File: config.mk
export PLATFORM = sky130hd
export DESIGN_NAME = ipw_watchdog
export DESIGN_NICKNAME = d
export VERILOG_FILES = /design/src/common/ipw_pkg.sv /design/src/common/ipw_tick_if.sv /design/src/hdl/ipw_tick_gen.sv /design/src/hdl/ipw_watchdog.sv
export SDC_FILE = /design/constraint.sdc
export NUM_CORES = 1
export LEC_CHECK = 0
export BUFFER_PORTS_ARGS = -buffer_cell sky130_fd_sc_hd__buf_2
export CORE_ASPECT_RATIO = 1.4
export CORE_UTILIZATION = 66
export CTS_CLUSTER_SIZE = 14
export DETAILED_ROUTE_END_ITERATION = 6
export PLACE_DENSITY = 0.85
export SETUP_SLACK_MARGIN = 0.3
export SYNTH_ARGS = -nofsm -noshare
export SYNTH_HDL_FRONTEND = slang
export SYNTH_SLANG_ARGS = --single-unit
File: constraint.sdc
create_clock -name sys_clk_i -period 5.49 [get_ports sys_clk_i]
set_input_delay 1.098 -clock sys_clk_i [delete_from_list [all_inputs] [get_ports sys_clk_i]]
set_output_delay 1.098 -clock sys_clk_i [all_outputs]
set_load 0.005 [all_outputs]
File: src/common/ipw_pkg.sv
// package of constants for the indexed port watchdog
// Overview of operation
// - count down, reset system at zero
// - index port selects, data port transfers
// - unlock byte twice opens configuration
// - device select routes accesses to watchdog
// - activation value enables watchdog function
// - time base selects seconds or minutes
// - zero disables, N expires after N seconds
// - minutes mode expires after N minutes
// - activate zero disables watchdog anytime
// - count register accepts every byte value
package ipw_pkg;
   localparam logic       PORT_INDEX      = 1'b0;
   localparam logic       PORT_DATA       = 1'b1;
   localparam logic [7:0] UNLOCK_BYTE     = 8'h87;
   localparam logic [7:0] LOCK_BYTE       = 8'hAA;
   localparam logic [7:0] IDX_DEV_SELECT  = 8'h07;
   localparam logic [7:0] IDX_ACTIVATION  = 8'h2D;
   localparam logic [7:0] IDX_DEV_ACTIVE  = 8'h30;
   localparam logic [7:0] IDX_TIME_BASE   = 8'hF5;
   localparam logic [7:0] IDX_COUNT       = 8'hF6;
   localparam logic [7:0] WDOG_DEVICE     = 8'h08;
   localparam logic [7:0] ACTIVATION_VAL  = 8'h20;
   localparam logic [7:0] BASE_MINUTE     = 8'h08;
   localparam int         MINUTE_BIT      = 3;
   localparam int         ACTIVE_BIT      = 0;
   localparam logic [7:0] RESET_BYTE      = 8'h00;
   localparam int         CLK_HZ          = 40000000;
   localparam int         SEC_PER_MIN     = 60;
   localparam int         RESET_PULSE_CYC = 16;
endpackage

File: src/common/ipw_tick_if.sv
// interface carrying the time-base ticks
`timescale 1ns/1ps
interface ipw_tick_if;
   logic minute_mode;
   logic restart;
   logic tick;
   modport gen (input minute_mode, input restart, output tick);
   modport use_ (output minute_mode, output restart, input tick);
endinterface

File: src/hdl/ipw_tick_gen.sv
// time-base generator: one tick per second or per minute
`timescale 1ns/1ps
module ipw_tick_gen #(
   parameter int CYC_PER_SEC = ipw_pkg::CLK_HZ
) (
   input  wire logic   sys_clk_i,
   input  wire logic   rst_n_i,
   ipw_tick_if.gen     tk
);
   typedef struct packed {
      logic [31:0] cyc;
      logic [5:0]  sec;
      logic        tick;
   } ipw_tick_st_t;
   ipw_tick_st_t s_q, s_d;
   assign tk.tick = s_q.tick;
   always_comb begin
      s_d = s_q;
      s_d.tick = 1'b0;
      if (tk.restart) begin
         s_d.cyc = '0;
         s_d.sec = '0;
      end else if (s_q.cyc == 32'(CYC_PER_SEC - 1)) begin
         s_d.cyc = '0;
         if (!tk.minute_mode) begin
            s_d.tick = 1'b1;
         end else if (s_q.sec == 6'(ipw_pkg::SEC_PER_MIN - 1)) begin
            s_d.sec = '0;
            s_d.tick = 1'b1;
         end else begin
            s_d.sec = s_q.sec + 6'h01;
         end
      end else begin
         s_d.cyc = s_q.cyc + 32'h00000001;
      end
   end
   always_ff @(posedge sys_clk_i or negedge rst_n_i) begin
      if (!rst_n_i) begin
         s_q <= '0;
      end else begin
         s_q <= s_d;
      end
   end
endmodule

File: src/hdl/ipw_watchdog.sv
// indexed configuration port with system watchdog
`timescale 1ns/1ps
module ipw_watchdog #(
   parameter int CYC_PER_SEC = ipw_pkg::CLK_HZ,
   parameter int RESET_CYC   = ipw_pkg::RESET_PULSE_CYC
) (
   input  wire logic       sys_clk_i,
   input  wire logic       rst_n_i,
   input  wire logic       io_wr_i,
   input  wire logic       io_rd_i,
   input  wire logic       io_addr_i,
   input  wire logic [7:0] io_wdata_i,
   output logic      [7:0] io_rdata_o,
   output logic            cfg_open_o,
   output logic            wdog_running_o,
   output logic            sys_reset_o
);
   typedef struct packed {
      logic       unlock1;
      logic       open;
      logic [7:0] index;
      logic [7:0] dev_sel;
      logic [7:0] activation;
      logic [7:0] dev_active;
      logic [7:0] time_base;
      logic [7:0] count_val;
      logic [7:0] remain;
      logic [7:0] rdata;
      logic       restart;
      logic [4:0] rst_cnt;
   } ipw_state_t;
   ipw_state_t s_q, s_d;
   ipw_tick_if tk ();
   logic wr_idx, wr_dat, rd_dat, on_wdog, running;

   function automatic logic [7:0] read_reg(input ipw_state_t s);
      read_reg = 8'h00;
      if (s.index == ipw_pkg::IDX_DEV_SELECT) begin
         read_reg = s.dev_sel;
      end else if (s.dev_sel == ipw_pkg::WDOG_DEVICE) begin
         case (s.index)
            ipw_pkg::IDX_ACTIVATION: read_reg = s.activation;
            ipw_pkg::IDX_DEV_ACTIVE: read_reg = s.dev_active;
            ipw_pkg::IDX_TIME_BASE:  read_reg = s.time_base;
            ipw_pkg::IDX_COUNT:      read_reg = s.remain;
            default:                 read_reg = 8'h00;
         endcase
      end
   endfunction

   ipw_tick_gen #(.CYC_PER_SEC(CYC_PER_SEC)) u_tick (
      .sys_clk_i (sys_clk_i),
      .rst_n_i   (rst_n_i),
      .tk        (tk)
   );

   assign wr_idx  = io_wr_i && io_addr_i == ipw_pkg::PORT_INDEX;
   assign wr_dat  = io_wr_i && io_addr_i == ipw_pkg::PORT_DATA && s_q.open;
   assign rd_dat  = io_rd_i && io_addr_i == ipw_pkg::PORT_DATA && s_q.open;
   assign on_wdog = s_q.dev_sel == ipw_pkg::WDOG_DEVICE;
   assign running = s_q.activation == ipw_pkg::ACTIVATION_VAL
                    && s_q.dev_active[ipw_pkg::ACTIVE_BIT]
                    && s_q.count_val != 8'h00;
   assign tk.minute_mode = s_q.time_base[ipw_pkg::MINUTE_BIT];
   assign tk.restart     = s_q.restart;

   always_comb begin
      s_d = s_q;
      s_d.restart = 1'b0;
      if (wr_idx) begin
         if (!s_q.open) begin
            // two back-to-back unlock writes open the space
            s_d.unlock1 = io_wdata_i == ipw_pkg::UNLOCK_BYTE;
            s_d.open    = s_q.unlock1 &&
                          io_wdata_i == ipw_pkg::UNLOCK_BYTE;
         end else if (io_wdata_i == ipw_pkg::LOCK_BYTE) begin
            s_d.open    = 1'b0;
            s_d.unlock1 = 1'b0;
         end else begin
            s_d.index = io_wdata_i;
         end
      end else if (io_wr_i || io_rd_i) begin
         s_d.unlock1 = 1'b0;
      end
      if (rd_dat) begin
         s_d.rdata = read_reg(s_q);
      end
      if (running && tk.tick && s_q.remain != 8'h00) begin
         s_d.remain = s_q.remain - 8'h01;
      end
      if (wr_dat) begin
         if (s_q.index == ipw_pkg::IDX_DEV_SELECT) begin
            s_d.dev_sel = io_wdata_i;
         end else if (on_wdog) begin
            case (s_q.index)
               ipw_pkg::IDX_ACTIVATION: s_d.activation = io_wdata_i;
               ipw_pkg::IDX_DEV_ACTIVE: begin
                  s_d.dev_active = io_wdata_i;
                  s_d.restart    = 1'b1;
                  s_d.remain     = s_q.count_val;
               end
               ipw_pkg::IDX_TIME_BASE: begin
                  s_d.time_base = io_wdata_i;
                  s_d.restart   = 1'b1;
               end
               ipw_pkg::IDX_COUNT: begin
                  s_d.count_val = io_wdata_i;
                  s_d.remain    = io_wdata_i;
                  s_d.restart   = 1'b1;
               end
               default: s_d.rst_cnt = s_q.rst_cnt;
            endcase
         end
      end
      // expiry: disarm at once and hold reset for a fixed pulse
      if (s_q.rst_cnt != 5'h00) begin
         s_d.rst_cnt = s_q.rst_cnt - 5'h01;
      end else if (running && s_q.remain == 8'h01 && tk.tick) begin
         s_d.rst_cnt    = 5'(RESET_CYC);
         s_d.dev_active = 8'h00;
         s_d.remain     = 8'h00;
      end
   end

   always_ff @(posedge sys_clk_i or negedge rst_n_i) begin
      if (!rst_n_i) begin
         s_q <= '0;
      end else begin
         s_q <= s_d;
      end
   end

   assign io_rdata_o     = s_q.rdata;
   assign cfg_open_o     = s_q.open;
   assign wdog_running_o = running;
   assign sys_reset_o    = s_q.rst_cnt != 5'h00;
endmodule

Yosys cells after proc, flatten, opt, wreduce, memory -nomap -nowiden
Cells that the tools add are included.

Bits in registers: 111. Input port bits: 13. Output and inout bits: 11.

Muxes and demuxes: 33. Add/sub/neg operators: 4. Reductions and logical operators: 28. Equality and inequality tests: 13. Bitwise operators: 3.

Operators with widths (count): two-way mux 32 bit (4); two-way mux 8 bit (10); two-way mux 38 bit (1); adder 32 x 1 -> 32 bit (second input constant) (1); == test 32 x 26 -> 1 bit (second input constant) (1); == test 8 bit (second input constant) (4); case mux 8 bit (4 select lines) (1); two-way mux 6 bit (5); == test 8 x 6 -> 1 bit (second input constant) (3); case mux 8 bit (2 select lines) (1); nonzero test 8 bit (2); logical AND 1 bit (12); AND reduction 4 bit (3); two-way mux 5 bit (2); == test 8 x 1 -> 1 bit (second input constant) (1); == test 8 x 3 -> 1 bit (second input constant) (1); == test 8 x 4 -> 1 bit (second input constant) (1); nonzero test 2 bit (4); subtractor 8 x 1 -> 8 bit (second input constant) (1); two-way mux 7 bit (1); adder 6 x 1 -> 6 bit (second input constant) (1); == test 6 bit (second input constant) (1); two-way mux 1 bit (6); AND reduction 2 bit (3); 8 further kinds (11).

Logic depth before layout (Yosys ltp)
Depth in word-level cells: 12. Gate-level depth with buffers: 8. Gate-level depth less buffers: 8.

Hierarchy
Synthesis repeated with hierarchy kept, for this count alone.

Cell total of the unflattened synthesis: 552. Area total of the unflattened synthesis: 5935.7 µm².

By module, submodules not included: ipw_watchdog (area each 3699.8 µm², times used 1, cells each 311); ipw_tick_gen (area each 2235.9 µm², times used 1, cells each 241).

Worst setup path before layout
OpenSTA, ideal clock, no wires.

Kind: input to register. Start: in io_wdata_i[3]. End: reg s_q[62] (netlist bit). Setup slack: 2960 ps. Buffers on the path: 2. Setup time: 125 ps. Cell stages on the path: 6. Data arrival time: 2405 ps. Data required time: 5365 ps. Cell sequence: clkbuf_1 nand2_1 or4_1 and3_1 clkbuf_1 mux2_2.

Cells in the longest elaborated chain, start to end: 3.

RTL lines: start: declaration (line ipw_watchdog.sv:12) `input wire logic [7:0] io_wdata_i,`; == test 8 bit (line ipw_watchdog.sv:76) `end else if (io_wdata_i == ipw_pkg::LOCK_BYTE) begin`; inverter 1 bit (no source line); AND reduction 3 bit (no source line); end signal: assignment (line ipw_watchdog.sv:127) `s_q <= '0;`; end signal: assignment (line ipw_watchdog.sv:129) `s_q <= s_d;`; end: declaration (line ipw_watchdog.sv:32) `ipw_state_t s_q, s_d;`.

Every way passes these cells. A chain may end at the register's enable or synchronous reset.

==> summary.txt <==
Status
  – Status: finished, final reports clean

Synth
  – Netlist Area Pre-Place: 5650 µm²
  – Number of enable flip-flop cells after synthesis: 0
  – Yosys Warn Count: 0
  – Post-synthesis sequential area ratio: 49.16%
  – Mapped Nets: 553
  – Synth Area in Compound Gates: 10.05%
  – Gate count after technology mapping: 534
  – Netlist cell types: 63
  – Post-Synth XOR/XNOR Area: 5.115%
  – Primary FF master, synth: dfrtp_1
  – Simple-gate share of the synthesized area: 20.93%
  – Mux share of post-synthesis cell area: 10.10%
  – #FFs+latches synth: 111
  – Largest family of logic cells by synthesized area: simple AND/OR/NAND/NOR gates
  – Adder-cell share of the synthesized area: 1.329%
  – Post-Syn Area per Cell: 10.58 µm²
  – Async set or reset register ratio after synthesis: 100.0%

Final layout
  – Most common cell after layout, fill and taps aside: dfrtp_1
  – Commonest non-fill, non-tap cells in the layout: dfrtp_1 (111), nor2_1 (63), mux2_2 (40)
  – Antenna Cells: 0
  – # fillers: 565
  – Fin cells: 648
  – Area grow syn2layout: 7.330%
  – Post-route cell area: 6065 µm²
  – Final-stage net count: 560
  – Share of layout cells above drive strength 1: 18.50%
  – Area occupied by multi-input gates: 2685 µm²
  – Reg area: 2778 µm²
  – Layout Utilization: 73.54%

Power
  – Combinational Power Share: 2.1%
  – Leakage power: 2.730 nW
  – P_sw: 0.3161 mW
  – Internal: 1.213 mW
  – Switching Fraction: 20.67%
  – Pwr Density: 252.2 nW/µm²
  – Max VDD drop: 0.0002045 V
  – Seq pwr share: 53.4%
  – Clock Power Share: 44.4%
  – Tot Pwr: 1.529 mW

Floorplan
  – Initial Utilization: 68.52%
  – IO Count: 24
  – Rows: 39
  – Die area: 8941 µm²
  – Core area: 8247 µm²
  – Die Height: 111.5 µm
  – DIE WIDTH: 80.20 µm

Route
  – Post-route ant nets: 0
  – Wirelength, routed: 12280 µm
  – DRC viols: 0
  – Avg WL per Cell: 18.95 µm
  – DR vias/cell: 6.404
  – Vias post-DR: 4150
  – Initial DRC count: 302
  – DRT Pass-1 Iters: 6

Clock network
  – Worst-path clk slew: 70 ps
  – Root buffer selected by CTS: clkbuf_16
  – CTS Buf Count: 9
  – Clock Tree Buf Depth: 2
  – Later-pin clock latency in the skew report: 350 ps
  – Hold Buf Count CTS: 0
  – Resize count post-CTS: 0
  – Post-CTS setup buffers: 0
  – Sink Count: 111
  – CTS tree: yes
  – H-tree depth: 3

Critical path
  – Crit start category: flop
  – Crit Path Class: reg2reg
  – Cell Chain, Critical Path: or4b_1 -> nor4_4 -> nor2b_1 -> mux2i_1 -> nor2_1
  – Critical Path RT: 5710 ps
  – Crit. End Element: flop
  – Peak fanout along the critical path: 17
  – Slowest cell on the critical path: nor2b_1
  – Crit-path max cell delay: 810 ps
  – CP Data Arrival Time: 3280 ps

Placement
  – Post-DP HPWL: 8440 µm
  – Dpl cells: 632
  – Dpl ws: 2492 ps
  – IO buf count: 23
  – Dpl cell area: 5746 µm²
  – GP Congestion: 0.8727

Timing
  – RSZ-0062 raised after global routing: no
  – Tmin final: 3066 ps
  – Hold_ws: 484.7 ps
  – Pins Over Slew Limit: 0
  – Clock skew: 6.287 ps
  – Crit path setup slack, layout: 2424 ps
  – Crit share post-route: 55.85%
  – Actual slew at the worst max-slew pin: 899.7 ps
  – Setup TNS: 0 ps
  – Fmax: 326.2 MHz
  – Max-slew headroom: 39.57%
  – Final hold viol count: 0
  – Setup violations, final: 0

Run
  – Max-cap violations: 0

Global route
  – Remaining Overflow, GRT: 0
  – Vias in the first global route: 4241
  – Gr usage total: 29.81%
  – Largest net degree at the start of global routing: 68
  – Initial antenna violation count: 0
  – First-pass GRT wire length: 20240 µm

Hold path
  – Worst min-delay path class: reg2reg
==> layer usage <==
metal / part of all wire, % / GRT usage (%) / wire [µm]
met5: 0 / 0 / 0
met4: 3.8 / 15.24 / 469
met3: 4.4 / 5.820 / 537
met2: 52 / 51.05 / 6421
met1: 40 / 34.96 / 4851
==> critical path, delay by kind of cell (launching register included) <==
family / cells / cell delay (ps)
multiplexers: 1 / 300
AND/OR/NAND/NOR: 4 / 2210
flip-flops: 1 / 420
==> cells by family after synthesis <==
family / Yosys count
xor+xnor: 33
fa+ha+maj: 6
flops: 111
buf+inv: 36
compound gates: 84
mux: 52
simple gates: 212
==> power groups by stage <==
stage	registers [mW]	clock network, mW	logic, mW
2_1_floorplan	0.833	0	0.00336
3_3_place_gp	0.833	0	0.0322
3_5_place_dp	0.833	0	0.0327
4_1_cts	0.817	0.688	0.0329
5_1_grt	0.817	0.728	0.0362
6_report	0.817	0.680	0.0323
==> Yosys cell counts (all sizes together), types with 11 or more instances <==
| library cell | number | area [µm²] |
|---|---|---|
| dfrtp | 111 | 2778 |
| nor2 | 65 | 254.0 |
| mux2 | 40 | 450.4 |
| nand2 | 40 | 152.6 |
| a21oi | 31 | 158.9 |
| xor2 | 24 | 210.2 |
| buf | 19 | 123.9 |
| nand3 | 18 | 107.6 |
| mux2i | 12 | 120.1 |
| nand4 | 12 | 75.07 |
| nor4 | 11 | 96.34 |
==> registers in the layout, indices dropped and copies added (netlist names) <==
register / count
cfg_open_o: 1
s_q: 62
u_tick.tk.tick: 1
tk.restart: 1
io_rdata_o: 8
u_tick.s_q: 38
==> cell type report <==
class	count	area share, %
well taps	102	2.104
repair buffers	24	2.063
inverters	8	0.4952
clock inverters	4	0.8665
clock buffers	12	4.394
multi-input cells	387	44.27
flip-flops and latches	111	45.80
==> worst paths after layout <==
path	slack (ps)	endpoint	startpoint	depth (start not counted)
max	2420	s_q[40]	s_q[63]	5
min	480	s_q[3]	s_q[3]	1
max reg2reg	2420	s_q[40]	s_q[63]	5
min reg2reg	480	s_q[3]	s_q[3]	1
max in group asynchronous	3570	cfg_open_o	rst_n_i	2
min in group asynchronous	830	s_q[4]	rst_n_i	1
(Power assumes the default switching activity.)
